==> src/logic/pmc_pkg.sv <==
// Summary of operation
// - up/down shows thresholds; 5 s timeout
// - enter edits threshold when free access
// - confirmed quick edit shown a few seconds
// - back held 2 s enters menu
// - password entry shows only edited digit
// - matching password opens first menu item
// - password 0000 skips; wrong returns to measurement
// - up/down step through items of level
// - enter on sub-menu opens its first item
// - enter on parameter starts editing it
// - back leaves level or menu
// - one minute idle leaves menu, not editing
// - digit edit: up/down digit, enter moves
// - enter held 2 s shows confirmation query
// - confirm enter stores, escape discards, to menu
// - slide up alone increases, accelerating
// - down briefly slows momentarily, held keeps slow
// - slide down alone decreases, mirrored slowing
// - list parameters cycle through one option
// - list enter asks, second enter stores
// - escape before acceptance discards edit
// - edit mode input picks digit or slide
// - panel activity never pauses measurement
package pmc_pkg;
  // clock and tick timing
  localparam int CLK_NS = 25;
  localparam int TICK_NS = 10_000_000;
  localparam int TICK_CYCLES = TICK_NS / CLK_NS;
  localparam int TICK_MS = 10;
  localparam int TMR_W = 13;
  // least times round up, longest times round down
  localparam int LONG_MS = 2000;
  localparam int DEB_MS = 20;
  localparam int QUICK_MS = 5000;
  localparam int IDLE_MS = 60000;
  localparam int ERR_MS = 2000;
  localparam int SHOW_MS = 3000;
  localparam int ALT_MS = 1000;
  localparam int SLIDE_MS = 200;
  localparam int SLOW_MS = 500;
  localparam int ACC1_MS = 1000;
  localparam int ACC2_MS = 3000;
  localparam logic [7:0] LONG_TICKS = 8'((LONG_MS + TICK_MS - 1) / TICK_MS);
  localparam logic [1:0] DEB_TICKS = 2'((DEB_MS + TICK_MS - 1) / TICK_MS);
  localparam logic [TMR_W-1:0] QUICK_TICKS = TMR_W'(QUICK_MS / TICK_MS);
  localparam logic [TMR_W-1:0] IDLE_TICKS = TMR_W'(IDLE_MS / TICK_MS);
  localparam logic [TMR_W-1:0] ERR_TICKS = TMR_W'(ERR_MS / TICK_MS);
  localparam logic [TMR_W-1:0] SHOW_TICKS = TMR_W'(SHOW_MS / TICK_MS);
  localparam logic [6:0] ALT_TICKS = 7'(ALT_MS / TICK_MS);
  localparam logic [4:0] SLIDE_TICKS = 5'(SLIDE_MS / TICK_MS);
  localparam logic [5:0] SLOW_TICKS = 6'((SLOW_MS + TICK_MS - 1) / TICK_MS);
  localparam logic [8:0] ACC1_TICKS = 9'(ACC1_MS / TICK_MS);
  localparam logic [8:0] ACC2_TICKS = 9'(ACC2_MS / TICK_MS);
  // value range and password code meaning none
  localparam logic signed [16:0] VAL_MIN = -17'sd999;
  localparam logic signed [16:0] VAL_MAX = 17'sd9999;
  localparam logic [15:0] PASS_NONE = 16'h0000;
  localparam logic [1:0] LEVEL_TOP = 2'h0;
  localparam logic [1:0] LEVEL_MAX = 2'h3;
  localparam logic [1:0] DIGIT_LAST = 2'h3;
  // what the display shows
  typedef enum logic [3:0] {
    DISP_MEAS, DISP_THR_NAME, DISP_THR_VALUE, DISP_ITEM_NAME,
    DISP_VALUE, DISP_LIST, DISP_PASS, DISP_PASS_ERR, DISP_CONFIRM
  } pmc_disp_mode_t;
  // one debounced button
  typedef struct packed {
    logic press;
    logic press_p;
    logic short_p;
    logic long_p;
  } pmc_btn_t;
  // display request
  typedef struct packed {
    pmc_disp_mode_t mode;
    logic [1:0] level;
    logic [3:0] index;
    logic [1:0] digit;
    logic flash;
    logic signed [15:0] value;
    logic [3:0] option;
  } pmc_disp_t;
  // store request to nonvolatile memory
  typedef struct packed {
    logic quick;
    logic list;
    logic [3:0] option;
    logic signed [15:0] value;
  } pmc_commit_t;
endpackage

==> src/logic/pmc_tick.sv <==
`timescale 1ns/1ps
// divider making the slow timer tick
module pmc_tick #(
  parameter int CYCLES = 400000
) (
  input wire logic clk_sys_i,
  input wire logic rst_i,
  output logic tick_o
);
  localparam int CW = $clog2(CYCLES + 1);
  // cycle counter, wraps at the tick period
  logic [CW-1:0] cnt_q;
  wire logic last_w = (cnt_q == CW'(CYCLES - 1));

  // tick is registered so it is a clean one-cycle enable
  always_ff @(posedge clk_sys_i)
  begin
    if (rst_i)
    begin
      cnt_q <= '0;
      tick_o <= 1'b0;
    end
    else
    begin
      cnt_q <= last_w ? '0 : cnt_q + 1'b1;
      tick_o <= last_w;
    end
  end
endmodule

==> src/logic/pmc_button.sv <==
`timescale 1ns/1ps
// one front panel button: sync, debounce, short and long press
module pmc_button (
  input wire logic clk_sys_i,
  input wire logic rst_i,
  input wire logic tick_i,
  input wire logic pin_i,
  output pmc_pkg::pmc_btn_t btn_o
);
  import pmc_pkg::*;
  // three stage synchroniser; first stage feeds only the second
  logic s1_q, s2_q, s3_q;
  // debounced level and its settle counter
  logic lvl_q;
  logic [1:0] deb_q;
  // hold time in ticks, saturating at the long threshold
  logic [7:0] hold_q;
  // the raw pin is seen as changed once stages two and three agree
  wire logic agree_w = (s2_q == s3_q);
  wire logic diff_w = agree_w && (s3_q != lvl_q);
  wire logic flip_w = diff_w && tick_i && (deb_q == DEB_TICKS - 2'h1);
  wire logic rise_w = flip_w && !lvl_q;
  wire logic fall_w = flip_w && lvl_q;
  wire logic long_w = lvl_q && tick_i && (hold_q == LONG_TICKS - 8'h1);

  always_ff @(posedge clk_sys_i)
  begin
    if (rst_i)
    begin
      s1_q <= 1'b0;
      s2_q <= 1'b0;
      s3_q <= 1'b0;
      lvl_q <= 1'b0;
      deb_q <= '0;
    end
    else
    begin
      s1_q <= pin_i;
      s2_q <= s1_q;
      s3_q <= s2_q;
      if (flip_w)
        lvl_q <= !lvl_q;
      // a bounce back restarts the settle time
      if (!diff_w || flip_w)
        deb_q <= '0;
      else if (tick_i)
        deb_q <= deb_q + 2'h1;
    end
  end

  always_ff @(posedge clk_sys_i)
  begin
    if (rst_i)
    begin
      hold_q <= '0;
      btn_o <= '0;
    end
    else
    begin
      if (!lvl_q)
        hold_q <= '0;
      else if (tick_i && hold_q != LONG_TICKS)
        hold_q <= hold_q + 8'h1;
      btn_o.press <= lvl_q;
      btn_o.press_p <= rise_w;
      // release before the threshold is a short press
      btn_o.short_p <= fall_w && (hold_q != LONG_TICKS);
      btn_o.long_p <= long_w;
    end
  end
endmodule

==> src/logic/pmc_panel_ctrl.sv <==
`timescale 1ns/1ps
// front panel menu navigation and parameter editing
module pmc_panel_ctrl #(
  parameter int TICK_CYCLES = pmc_pkg::TICK_CYCLES
) (
  input wire logic clk_sys_i,
  input wire logic rst_i,
  input wire logic btn_up_i,
  input wire logic btn_down_i,
  input wire logic btn_enter_i,
  input wire logic back_menu_button_i,
  input wire logic free_access_i,
  input wire logic edit_slide_i,
  input wire logic [15:0] password_i,
  input wire logic [3:0] thr_count_i,
  input wire logic signed [15:0] thr_value_i,
  input wire logic [3:0] item_count_i,
  input wire logic item_is_menu_i,
  input wire logic item_is_list_i,
  input wire logic [3:0] list_count_i,
  input wire logic signed [15:0] value_i,
  input wire logic [3:0] option_i,
  output pmc_pkg::pmc_disp_t disp_o,
  output logic commit_o,
  output pmc_pkg::pmc_commit_t commit_data_o
);
  import pmc_pkg::*;

  typedef enum logic [2:0] {
    ST_MEAS, ST_QUICK, ST_SHOWNEW, ST_PASS, ST_PASS_ERR,
    ST_MENU, ST_EDIT, ST_CONFIRM
  } pmc_state_t;

  logic tick;
  pmc_btn_t up_b, dn_b, en_b, bk_b;

  pmc_tick #(.CYCLES(TICK_CYCLES)) u_tick (
    .clk_sys_i(clk_sys_i),
    .rst_i(rst_i),
    .tick_o(tick)
  );
  pmc_button u_up (
    .clk_sys_i(clk_sys_i), .rst_i(rst_i), .tick_i(tick),
    .pin_i(btn_up_i), .btn_o(up_b)
  );
  pmc_button u_dn (
    .clk_sys_i(clk_sys_i), .rst_i(rst_i), .tick_i(tick),
    .pin_i(btn_down_i), .btn_o(dn_b)
  );
  pmc_button u_en (
    .clk_sys_i(clk_sys_i), .rst_i(rst_i), .tick_i(tick),
    .pin_i(btn_enter_i), .btn_o(en_b)
  );
  pmc_button u_bk (
    .clk_sys_i(clk_sys_i), .rst_i(rst_i), .tick_i(tick),
    .pin_i(back_menu_button_i), .btn_o(bk_b)
  );

  // state and navigation
  pmc_state_t state_q, state_d;
  logic quick_q, quick_d; // edit was opened from quick view
  logic list_q, list_d; // edit is of a list parameter
  logic [1:0] level_q, level_d;
  logic [3:0][3:0] idx_q, idx_d; // selected item per level
  logic [3:0] thr_q, thr_d;
  logic [TMR_W-1:0] tmr_q, tmr_d; // timeout in ticks
  // edit working copies
  logic signed [15:0] val_q, val_d;
  logic [3:0] opt_q, opt_d;
  logic [1:0] digit_q, digit_d;
  logic [15:0] pass_q, pass_d; // four entered digits
  // slide rate state
  logic dir_up_q, dir_up_d;
  logic [4:0] slide_q, slide_d;
  logic [8:0] acc_q, acc_d;
  logic [5:0] both_q, both_d;
  // name/value alternation and digit flash
  logic [6:0] alt_q;
  logic phase_q;
  pmc_disp_t disp_d;
  logic commit_d;
  pmc_commit_t cdata_d;

  // step one place in a list, wrapping at either end
  function automatic logic [3:0] wrap_step(
    input logic [3:0] cur, input logic [3:0] cnt, input logic up);
    logic [3:0] r;
    r = cur;
    if (up)
      r = (cur + 4'h1 >= cnt) ? 4'h0 : cur + 4'h1;
    else
      r = (cur == 4'h0) ? cnt - 4'h1 : cur - 4'h1;
    return r;
  endfunction

  // add with clamp to the displayable range
  function automatic logic signed [15:0] clamp_add(
    input logic signed [15:0] v, input logic signed [15:0] d);
    logic signed [16:0] s;
    s = 17'(v) + 17'(d);
    if (s > VAL_MAX)
      s = VAL_MAX;
    else if (s < VAL_MIN)
      s = VAL_MIN;
    return s[15:0];
  endfunction

  // weight of the flashing digit, leftmost first
  function automatic logic signed [15:0] digit_weight(
    input logic [1:0] pos);
    logic signed [15:0] w;
    w = 16'sd1;
    unique case (pos)
      2'h0: w = 16'sd1000;
      2'h1: w = 16'sd100;
      2'h2: w = 16'sd10;
      2'h3: w = 16'sd1;
    endcase
    return w;
  endfunction

  // button events used by the state machine
  wire logic ud_p = up_b.press_p || dn_b.press_p;
  wire logic any_p = ud_p || en_b.press_p || bk_b.press_p;
  wire logic tmr_out = (tmr_q == '0);
  // quick view and its edit show the threshold index
  wire logic show_thr = (state_q == ST_QUICK) || (state_q == ST_SHOWNEW)
    || (quick_q && (state_q == ST_EDIT || state_q == ST_CONFIRM));
  // a new view opens on its name, not mid-alternation
  wire logic view_new = (state_d != state_q) || (thr_d != thr_q);
  wire logic [3:0] cur_idx = idx_q[level_q];
  wire logic [3:0] thr_nxt = wrap_step(thr_q, thr_count_i, 1'b1);
  wire logic [3:0] idx_nxt = wrap_step(cur_idx, item_count_i, up_b.press_p);
  wire logic [3:0] opt_nxt = wrap_step(opt_q, list_count_i, up_b.press_p);
  wire logic pass_ok = (pass_q == password_i);
  wire logic [3:0] pdig = pass_q[4'(15 - 4 * digit_q) -: 4];
  wire logic [3:0] pdig_nxt = up_b.press_p ?
    ((pdig == 4'h9) ? 4'h0 : pdig + 4'h1) :
    ((pdig == 4'h0) ? 4'h9 : pdig - 4'h1);
  wire logic signed [15:0] dig_step = up_b.press_p ?
    digit_weight(digit_q) : -digit_weight(digit_q);
  // slide rate decode
  wire logic slide_on = (state_q == ST_EDIT) && !list_q && edit_slide_i;
  wire logic held_any = up_b.press || dn_b.press;
  wire logic both_w = up_b.press && dn_b.press;
  wire logic slow_keep = (both_q == SLOW_TICKS);
  wire logic lone_p = (up_b.press_p && !dn_b.press)
    || (dn_b.press_p && !up_b.press);
  wire logic slide_go = lone_p
    || (tick && held_any && slide_q == 5'h0);
  wire logic signed [15:0] mag = both_w ? 16'sd1 :
    (acc_q < ACC1_TICKS) ? 16'sd1 :
    (acc_q < ACC2_TICKS) ? 16'sd10 : 16'sd100;
  // a lone press sets the direction of its own first step
  wire logic dir_w = (up_b.press_p && !dn_b.press) ||
    (dir_up_q && !(dn_b.press_p && !up_b.press));

  // next state and edit data
  always_comb
  begin
    state_d = state_q;
    quick_d = quick_q;
    list_d = list_q;
    level_d = level_q;
    idx_d = idx_q;
    thr_d = thr_q;
    tmr_d = (tick && !tmr_out) ? tmr_q - 1'b1 : tmr_q;
    val_d = val_q;
    opt_d = opt_q;
    digit_d = digit_q;
    pass_d = pass_q;
    dir_up_d = dir_up_q;
    slide_d = slide_q;
    acc_d = acc_q;
    both_d = both_q;
    commit_d = 1'b0;
    cdata_d = '{quick: quick_q, list: list_q, option: opt_q, value: val_q};
    unique case (state_q)
      ST_MEAS:
      begin
        if (ud_p)
        begin
          state_d = ST_QUICK;
          thr_d = '0;
          tmr_d = QUICK_TICKS;
        end
        else if (bk_b.long_p)
        begin
          level_d = LEVEL_TOP;
          idx_d = '0;
          tmr_d = IDLE_TICKS;
          if (password_i == PASS_NONE)
            state_d = ST_MENU;
          else
          begin
            state_d = ST_PASS;
            pass_d = '0;
            digit_d = '0;
          end
        end
      end
      ST_QUICK, ST_SHOWNEW:
      begin
        if (ud_p)
        begin
          state_d = ST_QUICK;
          thr_d = (state_q == ST_QUICK) ? thr_nxt : thr_q;
          tmr_d = QUICK_TICKS;
        end
        else if (en_b.short_p && free_access_i && state_q == ST_QUICK)
        begin
          state_d = ST_EDIT;
          quick_d = 1'b1;
          list_d = 1'b0;
          val_d = thr_value_i;
          digit_d = '0;
        end
        else if (bk_b.short_p || tmr_out)
          state_d = ST_MEAS;
      end
      ST_PASS:
      begin
        if (any_p)
          tmr_d = IDLE_TICKS;
        if (ud_p)
          pass_d[4'(15 - 4 * digit_q) -: 4] = pdig_nxt;
        else if (en_b.short_p && digit_q != DIGIT_LAST)
          digit_d = digit_q + 2'h1;
        else if (en_b.short_p)
        begin
          state_d = pass_ok ? ST_MENU : ST_PASS_ERR;
          tmr_d = pass_ok ? IDLE_TICKS : ERR_TICKS;
        end
        else if (bk_b.short_p || tmr_out)
          state_d = ST_MEAS;
      end
      ST_PASS_ERR:
      begin
        if (tmr_out)
          state_d = ST_MEAS;
      end
      ST_MENU:
      begin
        if (any_p)
          tmr_d = IDLE_TICKS;
        if (ud_p)
          idx_d[level_q] = idx_nxt;
        else if (en_b.short_p && item_is_menu_i && level_q != LEVEL_MAX)
        begin
          level_d = level_q + 2'h1;
          idx_d[level_q + 2'h1] = '0;
        end
        else if (en_b.short_p && !item_is_menu_i)
        begin
          state_d = ST_EDIT;
          quick_d = 1'b0;
          list_d = item_is_list_i;
          val_d = value_i;
          opt_d = option_i;
          digit_d = '0;
        end
        else if (bk_b.short_p)
        begin
          if (level_q == LEVEL_TOP)
            state_d = ST_MEAS;
          else
            level_d = level_q - 2'h1;
        end
        else if (tmr_out)
          state_d = ST_MEAS;
      end
      ST_EDIT:
      begin
        tmr_d = IDLE_TICKS;
        if (list_q && ud_p)
          opt_d = opt_nxt;
        else if (!edit_slide_i && ud_p)
          val_d = clamp_add(val_q, dig_step);
        else if (slide_on && slide_go)
          val_d = clamp_add(val_q, dir_w ? mag : -mag);
        if (!list_q && !edit_slide_i && en_b.short_p)
          digit_d = digit_q + 2'h1;
        if ((list_q && en_b.short_p) || (!list_q && en_b.long_p))
          state_d = ST_CONFIRM;
        else if (bk_b.short_p)
          state_d = quick_q ? ST_MEAS : ST_MENU;
      end
      ST_CONFIRM:
      begin
        if (en_b.short_p)
        begin
          commit_d = 1'b1;
          state_d = quick_q ? ST_SHOWNEW : ST_MENU;
          tmr_d = quick_q ? SHOW_TICKS : IDLE_TICKS;
        end
        else if (bk_b.short_p)
        begin
          state_d = quick_q ? ST_MEAS : ST_MENU;
          tmr_d = IDLE_TICKS;
        end
      end
    endcase
    // direction is taken from the button pressed alone
    dir_up_d = dir_w;
    // repeat period restarts on every step
    if (!held_any || lone_p)
      slide_d = SLIDE_TICKS - 5'h1;
    else if (tick)
      slide_d = (slide_q == 5'h0) ? SLIDE_TICKS - 5'h1 : slide_q - 5'h1;
    if (!both_w)
      both_d = '0;
    else if (tick && !slow_keep)
      both_d = both_q + 6'h1;
    // acceleration grows while held, reset by a held counter button
    if (!held_any || slow_keep)
      acc_d = '0;
    else if (tick && acc_q != ACC2_TICKS)
      acc_d = acc_q + 9'h1;
  end

  // display request from present state
  always_comb
  begin
    disp_d = '0;
    disp_d.level = level_q;
    disp_d.index = show_thr ? thr_q : cur_idx;
    disp_d.digit = digit_q;
    disp_d.flash = phase_q;
    disp_d.value = val_q;
    disp_d.option = opt_q;
    unique case (state_q)
      ST_MEAS: disp_d.mode = DISP_MEAS;
      ST_QUICK:
      begin
        disp_d.mode = phase_q ? DISP_THR_VALUE : DISP_THR_NAME;
        disp_d.value = thr_value_i;
      end
      ST_SHOWNEW:
        disp_d.mode = phase_q ? DISP_THR_VALUE : DISP_THR_NAME;
      ST_PASS:
      begin
        disp_d.mode = DISP_PASS;
        disp_d.value = {12'h000, pdig};
      end
      ST_PASS_ERR: disp_d.mode = DISP_PASS_ERR;
      ST_MENU: disp_d.mode = DISP_ITEM_NAME;
      ST_EDIT: disp_d.mode = list_q ? DISP_LIST : DISP_VALUE;
      ST_CONFIRM: disp_d.mode = DISP_CONFIRM;
    endcase
  end

  always_ff @(posedge clk_sys_i)
  begin
    if (rst_i)
    begin
      state_q <= ST_MEAS;
      quick_q <= 1'b0;
      list_q <= 1'b0;
      level_q <= LEVEL_TOP;
      idx_q <= '0;
      thr_q <= '0;
      tmr_q <= '0;
      val_q <= '0;
      opt_q <= '0;
      digit_q <= '0;
      pass_q <= '0;
      dir_up_q <= 1'b1;
      slide_q <= '0;
      acc_q <= '0;
      both_q <= '0;
    end
    else
    begin
      state_q <= state_d;
      quick_q <= quick_d;
      list_q <= list_d;
      level_q <= level_d;
      idx_q <= idx_d;
      thr_q <= thr_d;
      tmr_q <= tmr_d;
      val_q <= val_d;
      opt_q <= opt_d;
      digit_q <= digit_d;
      pass_q <= pass_d;
      dir_up_q <= dir_up_d;
      slide_q <= slide_d;
      acc_q <= acc_d;
      both_q <= both_d;
    end
  end

  // alternation phase and registered outputs
  always_ff @(posedge clk_sys_i)
  begin
    if (rst_i)
    begin
      alt_q <= '0;
      phase_q <= 1'b0;
      disp_o <= '0;
      commit_o <= 1'b0;
      commit_data_o <= '0;
    end
    else
    begin
      if (view_new)
      begin
        alt_q <= '0;
        phase_q <= 1'b0;
      end
      else if (tick)
      begin
        alt_q <= (alt_q == ALT_TICKS - 7'h1) ? '0 : alt_q + 7'h1;
        if (alt_q == ALT_TICKS - 7'h1)
          phase_q <= !phase_q;
      end
      disp_o <= disp_d;
      commit_o <= commit_d;
      if (commit_d)
        commit_data_o <= cdata_d;
    end
  end
endmodule

==> config.mk <==
export PLATFORM = sky130hd
export DESIGN_NAME = pmc_panel_ctrl
export DESIGN_NICKNAME = d
export VERILOG_FILES = /design/src/logic/pmc_pkg.sv /design/src/logic/pmc_tick.sv /design/src/logic/pmc_button.sv /design/src/logic/pmc_panel_ctrl.sv
export SDC_FILE = /design/constraint.sdc
export NUM_CORES = 1
export LEC_CHECK = 0
export BUFFER_PORTS_ARGS = -buffer_cell sky130_fd_sc_hd__buf_2
export CELL_PAD_IN_SITES_DETAIL_PLACEMENT = 1
export CELL_PAD_IN_SITES_GLOBAL_PLACEMENT = 1
export CORE_UTILIZATION = 49
export DETAILED_ROUTE_END_ITERATION = 8
export GPL_TIMING_DRIVEN = 0
export HOLD_SLACK_MARGIN = 0.05
export PLACE_DENSITY_LB_ADDON = 0.12
export SKIP_LAST_GASP = 1
export SYNTH_ARGS = -nofsm -noshare
export SYNTH_HDL_FRONTEND = slang
export SYNTH_HIERARCHICAL = 1
export SYNTH_SLANG_ARGS = --single-unit
==> constraint.sdc <==
create_clock -name clk_sys_i -period 14.4 [get_ports clk_sys_i]
set_clock_uncertainty 0.1 [all_clocks]
set_input_delay 0 -clock clk_sys_i [delete_from_list [all_inputs] [get_ports clk_sys_i]]
set_output_delay 0 -clock clk_sys_i [all_outputs]
set_load 0.005 [all_outputs]
Word level (Yosys, flattened, before mapping)
Index checks and enable logic that the tools add are counted.
{"block": "word_totals", "ff_bits": 233, "output_inout_bits": 56, "elab_cells": 433}
{"block": "op_classes", "add_sub_neg": 30, "order_cmp": 13, "n_eq_ne": 55, "shifts": 3, "mux": 134, "bitwise_logic": 5, "n_reduce_logical": 126}
{"op": "two-way mux 16 bit", "n": 22}
{"op": "two-way mux 13 bit", "n": 12}
{"op": "one-hot mux 16 bit (2 select lines)", "n": 3}
{"op": "two-way mux 4 bit", "n": 21}
{"op": "one-hot mux 13 bit (6 select lines)", "n": 1}
{"op": "one-hot mux 16 bit (4 select lines)", "n": 1}
{"op": "two-way mux 3 bit", "n": 20}
{"op": "logical AND 1 bit", "n": 53}
{"op": "one-hot mux 16 bit (3 select lines)", "n": 1}
{"op": "two-way mux 2 bit", "n": 19}
{"op": "adder 16 x 16 -> 17 bit", "n": 2}
{"op": "greater-than comparator 17 x 15 -> 1 bit (second input constant)", "n": 2}
{"op": "< comparator 17 x 11 -> 1 bit (second input constant)", "n": 2}
{"op": "bitwise mux 16 bit", "n": 2}
{"op": "two-way mux 7 bit", "n": 4}
{"op": "one-hot mux 4 bit (7 select lines)", "n": 1}
{"op": "inequality test 2 bit (second input constant)", "n": 12}
{"op": "OR reduction 2 bit", "n": 12}
{"op": "one-hot mux 3 bit (7 select lines)", "n": 1}
{"op": "subtractor 4 x 1 -> 4 bit (second input constant)", "n": 5}
{"op": "adder 19 x 1 -> 19 bit (second input constant)", "n": 1}
{"op": "== test 19 bit (second input constant)", "n": 1}
{"op": "logical OR 1 bit", "n": 19}
{"op": "variable shift 4 x 6 -> 19 bit (first input constant)", "n": 1}
{"op": "other kinds (68)", "n": 148}

Logic depth before layout (Yosys ltp)
Gate-level depths: netlist (run 1).
{"block": "logic_depth", "ltp_word": 14, "mapped_depth": 19}

Modules after synthesis
Netlist (run 1), hierarchy kept.
{"module": "pmc_panel_ctrl", "n_inst": 1, "cells_per_inst": 1469, "area_each_um2": 11363.4, "seq_area_each_um2": 3263.1}
{"module": "pmc_button", "n_inst": 4, "cells_per_inst": 80, "area_each_um2": 757.0, "seq_area_each_um2": 360.3}
{"module": "pmc_tick", "n_inst": 1, "cells_per_inst": 101, "area_each_um2": 908.4, "seq_area_each_um2": 400.4}

Worst setup path before layout (run 1)
Ideal clock, no wire load.
{"block": "synth_timing", "path_kind": "register -> register", "startpoint": "register u_up/btn_o[2] in the netlist's numbering", "endpoint": "register val_q[6]", "t_arrival_ns": 4.492, "required_time_ns": 14.209, "path_slack_ns": 9.717, "path_stages_with_launch": 17, "period_less_slack_ns": 4.683, "path_cell_list": "dfxtp_1 clkbuf_1 inv_1 a2bb2oi_1 nor2_1 a21o_1 ha_1 a211oi_4 o31ai_4 xnor2_1 nand4_1 o31a_1 a311o_1 a221oi_4 nand2b_2 or4b_1 a311oi_1"}
{"block": "synth_via", "elab_chain_len": 11, "word_cells_on_any_way": 29}
{"item": "start: declaration", "line": "pmc_button.sv:8", "rtl": "output pmc_pkg::pmc_btn_t btn_o"}
{"item": "logical AND 1 bit", "line": "pmc_panel_ctrl.sv:147, pmc_panel_ctrl.sv:155"}
{"item": "logical OR 1 bit", "line": "pmc_panel_ctrl.sv:155", "rtl": "wire logic dir_w = (up_b.press_p && !dn_b.press) ||"}
{"item": "two-way mux 16 bit", "line": "pmc_panel_ctrl.sv:280", "rtl": "val_d = clamp_add(val_q, dir_w ? mag : -mag);"}
{"item": "adder 16 x 16 -> 17 bit", "line": "pmc_panel_ctrl.sv:100", "rtl": "s = 17'(v) + 17'(d);"}
{"item": "< comparator 17 x 11 -> 1 bit", "line": "pmc_panel_ctrl.sv:103", "rtl": "else if (s < VAL_MIN)"}
{"item": "two-way mux 16 bit", "line": "pmc_panel_ctrl.sv:103"}
{"item": "two-way mux 16 bit", "line": "pmc_panel_ctrl.sv:101", "rtl": "if (s > VAL_MAX)"}
{"item": "two-way mux 16 bit", "line": "pmc_panel_ctrl.sv:279", "rtl": "else if (slide_on && slide_go)"}
{"item": "two-way mux 16 bit", "line": "pmc_panel_ctrl.sv:277", "rtl": "else if (!edit_slide_i && ud_p)"}
{"item": "two-way mux 16 bit", "line": "pmc_panel_ctrl.sv:275", "rtl": "if (list_q && ud_p)"}
{"item": "one-hot mux 16 bit (3 select lines)", "line": "pmc_panel_ctrl.sv:178", "rtl": "unique case (state_q)"}
{"item": "end signal: assignment", "line": "pmc_panel_ctrl.sv:381", "rtl": "val_q <= val_d;"}
{"item": "end: declaration", "line": "pmc_panel_ctrl.sv:68", "rtl": "logic signed [15:0] val_q, val_d;"}
Several ways; a longest one is shown, not always the timed one. The select of a mux whose other input is x is not followed.
A chain may end at the register's enable or synchronous reset.

Final worst setup path (run 1)
{"block": "layout_timing", "startpoint": "register u_up/btn_o[2] in the netlist's numbering", "endpoint": "register val_q[5]"}
Same word-level chain as after synthesis.

==> metrics.md, run 1 <==
| Metric | Value |
|---|---|
| H-tree Lvls | `1` |
| NetSw | `0.000563 W` |
| FMAX | `164 MHz` |
| Die width | `173 µm` |
| NumNets Final | `2,155` |
| Arr. time, crit path | `6450 ps` |
| Setup violators final | `0` |
| Rel. slew slack | `0.101` |
| Placed cell area | `0.0155 mm²` |
| Static leakage | `6.59 nW` |
| Setup Buffers After CTS | `0` |
| CP Class | `reg2reg` |
| Mean area per synthesized cell | `8.02 µm²` |
| Final Critical Period | `6090 ps` |
| Gate power share | `0.206` |
| Tot Pwr | `0.00181 W` |
| Final Hold Violating Endpoints | `0` |
| GPL Wtd Cong | `0.984` |
| CP Capture Type | `register` |
| Starting Density | `0.499` |
| Setup crit start kind | `register` |
| Reg area | `0.00466 mm²` |
| CTS tree | `done` |
| IO Port Bufs | `129` |
| Clock Latency Late Sink | `560 ps` |
| Total CTS buffers | `27` |
| Synth warnings | `6` |
| Net Count, Synth | `1,944` |
| MaxCap Viol Count | `0` |
| Vias in the first global route | `15,500` |
| Num ports | `130` |
| Crit share post-route | `0.423` |
| Initial antenna violation count | `2` |
| Design area | `0.0169 mm²` |
| PnR worst setup slack | `8310 ps` |
| Clock transition at path regs | `70 ps` |
| Vias per cell | `6.27` |
| CP max FO | `16` |
| Routed vias | `15,100` |
| Final slew viol count | `0` |
| Share of power burned in registers | `0.385` |
| Area grow syn2layout | `18.2%` |
| Power Internal | `0.00124 W` |
| Worst vdd ir | `0.106 mV` |
| Worst min path class | `in2reg` |
| Avg WL per Cell | `22.5 µm` |
| Clock Tree Buf Depth | `3` |
| Synthesized cell area | `0.0143 mm²` |
| GRT Residual Overflow | `0` |
| Antenna-violating nets left | `0` |
| Clock Power Share | `0.408` |
| Dpl ws | `8510 ps` |
| Total negative setup slack | `0 ps` |
| Area occupied by multi-input gates | `0.00907 mm²` |
| Synth Instances | `1,786` |
| DRC viols | `0` |
| DRT Pass-1 Iters | `5` |
| Worst Max-Slew Pin Slew | `1350 ps` |
| GRT Util Overall | `0.353` |
| # fillers | `3,499` |
| Core footprint | `0.0287 mm²` |
| Post-Route WL | `54.0 mm` |
| Power Density | `107 mW/mm²` |
| Share of layout cells above drive strength 1 | `0.119` |
| Req. time, crit path | `14,760 ps` |
| Status | `finished clean` |
| Die ar. | `0.0299 mm²` |
| Final Util | `0.590` |
| Die height | `173 µm` |
| Row count | `62` |
| Sinks on the clock net | `233` |
| DP HPWL | `38.4 mm` |
| Switch share | `0.312` |
| Root Buffer | `clkbuf_16` |
| RSZ-0062 raised after global routing | `false` |
| First-pass GRT wire length | `84.6 mm` |
| Initial drt markers | `980` |
| Largest net degree at the start of global routing | `33` |
[sequential cells by signal, summed over array words and instances, names as in the netlist, 3 cells and up]
name and count:
disp_o 33, state_q 3, u_en/btn_o 3, opt_q 4
thr_q 4, u_en/hold_q 8, commit_data_o 22, alt_q 7
u_bk/btn_o 3, val_q 16, idx_q 16, slide_q 5
u_tick/cnt_q 19, both_q 6, pass_q 16, tmr_q 13
acc_q 9, u_bk/hold_q 8
[cells in the final DEF (no fill, tap or decap), drive strengths merged, types with 8 or more instances in the layout]
master       instances
o21ai               62
ha                  82
a21oi              145
or3                 20
o211ai              16
mux2i               23
a221oi              16
nor4                28
clkinv               8
a31oi               19
mux4                 8
inv                 71
nand2b              28
a311oi               8
o31ai                9
a311o                8
nand3               56
and2                15
nand4               32
a32oi               13
nor2               246
xor2                36
or2                 13
buf                150
mux2                 8
o21a                10
nor2b               27
dlygate4sd3         53
xnor2               69
nor3                45
a211oi              34
nor3b                9
a22oi               29
clkbuf             100
nand2              162
a21o                20
dfxtp              233
[path summary, 6_finish.rpt]
path / from / end / slack (ps) / cells after the start
hold reg to reg: u_bk/s1_q / u_bk/s2_q / 350 / 1
setup / recovery: u_up/btn_o[2] / val_q[5] / 8310 / 15
hold / removal: list_count_i[3] / opt_q[3] / 130 / 6
setup reg to reg: u_up/btn_o[2] / val_q[5] / 8310 / 15
[timing repair]
| item | in CTS | in global routing |
|---|---|---|
| endpoints found under the hold margin | 64 | 0 |
| resized for setup | 0 | 0 |
| hold buffers | 53 | 0 |
[critical path, cell delays in order, from the launching register on]
cell	delay (ps)
dfxtp_1	300
clkbuf_1	350
inv_1	450
clkbuf_1	1030
nor3_1	150
a21oi_1	290
ha_1	380
a311o_1	400
o21ai_0	390
a21oi_1	260
a21boi_0	270
xor2_1	170
nor4b_2	740
mux2_2	320
nand3_1	90
a311oi_1	290
[metal layers]
metal / track usage / share of wire / up-vias
met5: 0 / 0 / -
met4: 0.191 / 0.058 / 0
met3: 0.0633 / 0.067 / 183
met2: 0.611 / 0.48 / 575
met1: 0.414 / 0.40 / 7410
li1: - / - / 6886
[area by class of cell]
cell class	instances	area share
diodes	1	0.000148
repair buffers	182	0.0694
clock buffers	35	0.0440
flip-flops and latches	233	0.275
multi-input cells	1398	0.535
clock inverters	14	0.0116
plain buffers	86	0.0204
well taps	384	0.0284
inverters	69	0.0153
[metrics by stage]
stage	instances	hold WS (ps)
floorplan	1786	-28.4
global placement	2299	110
detailed placement	2299	119
CTS	2401	103
global route	2402	169
finish	2402	126
[power groups by stage]
stage / combinational (W) / sequential, W / clock (W)
after global routing: 0.000403 / 0.000695 / 0.000769
after detailed placement: 0.000346 / 0.000707 / 0
final: 0.000373 / 0.000695 / 0.000737
after global placement: 0.000335 / 0.000706 / 0
after floorplan: 0.000241 / 0.000692 / 0
after CTS: 0.000360 / 0.000693 / 0.000742
No activity file was read; power rests on OpenSTA's default activity.
==> run 2, diff against run 1 <==
--- a/config.mk
+++ b/config.mk
@@ -5,10 +5,11 @@
 export SDC_FILE = /design/constraint.sdc
 export NUM_CORES = 1
 export LEC_CHECK = 0
+export ABC_AREA = 1
 export BUFFER_PORTS_ARGS = -buffer_cell sky130_fd_sc_hd__buf_2
 export CELL_PAD_IN_SITES_DETAIL_PLACEMENT = 1
 export CELL_PAD_IN_SITES_GLOBAL_PLACEMENT = 1
-export CORE_UTILIZATION = 49
+export CORE_UTILIZATION = 44
 export DETAILED_ROUTE_END_ITERATION = 8
 export GPL_TIMING_DRIVEN = 0
 export HOLD_SLACK_MARGIN = 0.05
==> constraint.sdc (replaced) <==
create_clock -name clk_sys_i -period 5.67 [get_ports clk_sys_i]
set_clock_uncertainty 0.1 [all_clocks]
set_input_delay 0 -clock clk_sys_i [delete_from_list [all_inputs] [get_ports clk_sys_i]]
set_output_delay 0 -clock clk_sys_i [all_outputs]
set_load 0.005 [all_outputs]
==> metrics.md, run 2 <==
| Metric | Value |
|---|---|
| Status | `finished clean` |
| Critical Path Max Stage Delay | `610 ps` |
| Core footprint | `0.0355 mm²` |
| Setup crit start kind | `register` |
| Hold Slack | `101 ps` |
| Cell Count, Final, Fillers Out | `3,148` |
| Clock Latency Late Sink | `590 ps` |
| Clock Tree Buf Depth | `3` |
| Num ports | `130` |
| Worst vdd ir | `0.225 mV` |
| Crit path buf inv count | `5` |
| Req. time, crit path | `6030 ps` |
| Most frequent cells in the layout | `nand2_1 (606), inv_1 (311), nor2_1 (300)` |
| Placed cell area | `0.0170 mm²` |
| Largest registers | `disp_o: 33 flops, commit_data_o: 22 flops, u_tick/cnt_q: 19 flops` |
| Crit-path cells | `clkinv_1 -> ha_1 -> nor2_1 -> xor2_1 -> inv_1 -> ha_1 -> nand2_1 -> nor2_1 -> nand2_1 -> nand3_1 -> nand2_1 -> nand2_1 -> nand2_1 -> a31oi_1 -> inv_1 -> nand2_1 -> buf_4 -> nand3_1 -> nand3_1 -> a21oi_1 -> dlygate4sd3_1` |
| Design area | `0.0186 mm²` |
| Vias in the first global route | `17,900` |
| Largest register FFs | `33` |
| Setup violators final | `0` |
| GRT Util Overall | `0.326` |
| First-pass GRT wire length | `94.5 mm` |
| Die height | `192 µm` |
| Cell mode on critical path | `nand2_1` |
| Power Density | `204 mW/mm²` |
| Synth warnings | `6` |
| Share of layout cells above drive strength 1 | `0.107` |
| Initial drt markers | `969` |
| Most common cell after layout, fill and taps aside | `nand2_1` |
| Mean area per synthesized cell | `6.45 µm²` |
| RSZ-0062 raised after global routing | `false` |
| IO Port Bufs | `129` |
| Final slew viol count | `0` |
| Final Hold Violating Endpoints | `0` |
| GRT Residual Overflow | `0` |
| Largest net degree at the start of global routing | `20` |
| Area grow syn2layout | `17.7%` |
| Worst min path class | `in2reg` |
| Clock transition at path regs | `60 ps` |
| Vias per cell | `5.55` |
| H-tree Lvls | `1` |
| CP Capture Type | `register` |
| Post-Route WL | `60.3 mm` |
| Die ar. | `0.0367 mm²` |
| Total CTS buffers | `29` |
| Sinks on the clock net | `233` |
| R2R setup slack | `540 ps` |
| Total negative setup slack | `0 ps` |
| Synth Instances | `2,450` |
| DP HPWL | `45.7 mm` |
| Synthesized cell area | `0.0158 mm²` |
| Top reg by flops | `disp_o` |
| Avg WL per Cell | `19.1 µm` |
| CP max FO | `11` |
| Static leakage | `8.41 nW` |
| Routed vias | `17,500` |
| Die width | `192 µm` |
| GPL Wtd Cong | `0.941` |
| NumNets Final | `2,826` |
| Initial antenna violation count | `3` |
| Antenna cells | `0` |
| Largest delay contributor family on the critical path | `buffers and inverters` |
| MaxCap Viol Count | `0` |
| CTS tree | `done` |
| Placed insts | `3,040` |
| Final Critical Period | `5130 ps` |
| Arr. time, crit path | `5490 ps` |
| Setup Buffers After CTS | `0` |
| Net Count, Synth | `2,608` |
| FMAX | `195 MHz` |
| Antenna-violating nets left | `0` |
| Crit share post-route | `0.904` |
| Root Buffer | `clkbuf_16` |
| Rel. slew slack | `0.296` |
| # fillers | `4,795` |
| DRT Pass-1 Iters | `5` |
| Worst Max-Slew Pin Slew | `1060 ps` |
| DRC viols | `0` |
| CP max stage cell | `dfxtp_1` |
| CP Class | `reg2reg` |
| Row count | `69` |
| Starting Density | `0.446` |
## run 2: per-layer routing
layer,wire (µm),track usage,part of all wire
met5,17,0,0.00028
met2,28500,0.565,0.47
met3,2890,0.0413,0.048
met1,26600,0.408,0.44
met4,2280,0.127,0.038
## run 2: through the flow
stage               setup slack [ps]  utilization  power, W
floorplan                       2180            -   0.00174
CTS                              292        0.524   0.00381
global route                     277        0.525   0.00389
global placement                1010        0.480   0.00180
detailed placement               844        0.480   0.00181
finish                           542        0.525   0.00379
## run 2: cell type report
class	count	area (µm²)	share of cell area
buffer	61	347	0.0186
clock buffer	38	790	0.0424
clock inverter	12	209	0.0112
inverter	337	1270	0.0682
multi-input combinational	1819	9530	0.512
sequential	233	4660	0.251
tap	461	577	0.0310
timing repair buffer	187	1230	0.0659
## run 2: where the power goes
part / internal (W) / switching (W) / total [W]
Sequential: 0.00164 / 0.00000385 / 0.00165
Combinational: 0.0000653 / 0.0000935 / 0.000159
Clock: 0.00121 / 0.000782 / 0.00199
## run 2: what timing repair did
| item | in CTS | in global routing |
|---|---|---|
| hold buffers | 58 | 0 |
| gates resized for setup | 0 | 1 |
| setup endpoints to repair | 0 | 3 |
| endpoints found under the hold margin | 77 | 0 |
## run 2: worst min-delay path, delay by kind of cell
kind | cells | cell delay [ps]
simple gates | 6 | 620
buf+inv | 1 | 90
## run 2: path summary, 6_finish.rpt
| path | start | endpoint | cells past startpoint |
|---|---|---|---|
| worst max-delay path | digit_q[1] | val_q[13] | 21 |
| worst min-delay path | password_i[14] | state_q[2] | 7 |
| worst max register to register | digit_q[1] | val_q[13] | 21 |
| worst min register to register | u_up/s1_q | u_up/s2_q | 2 |
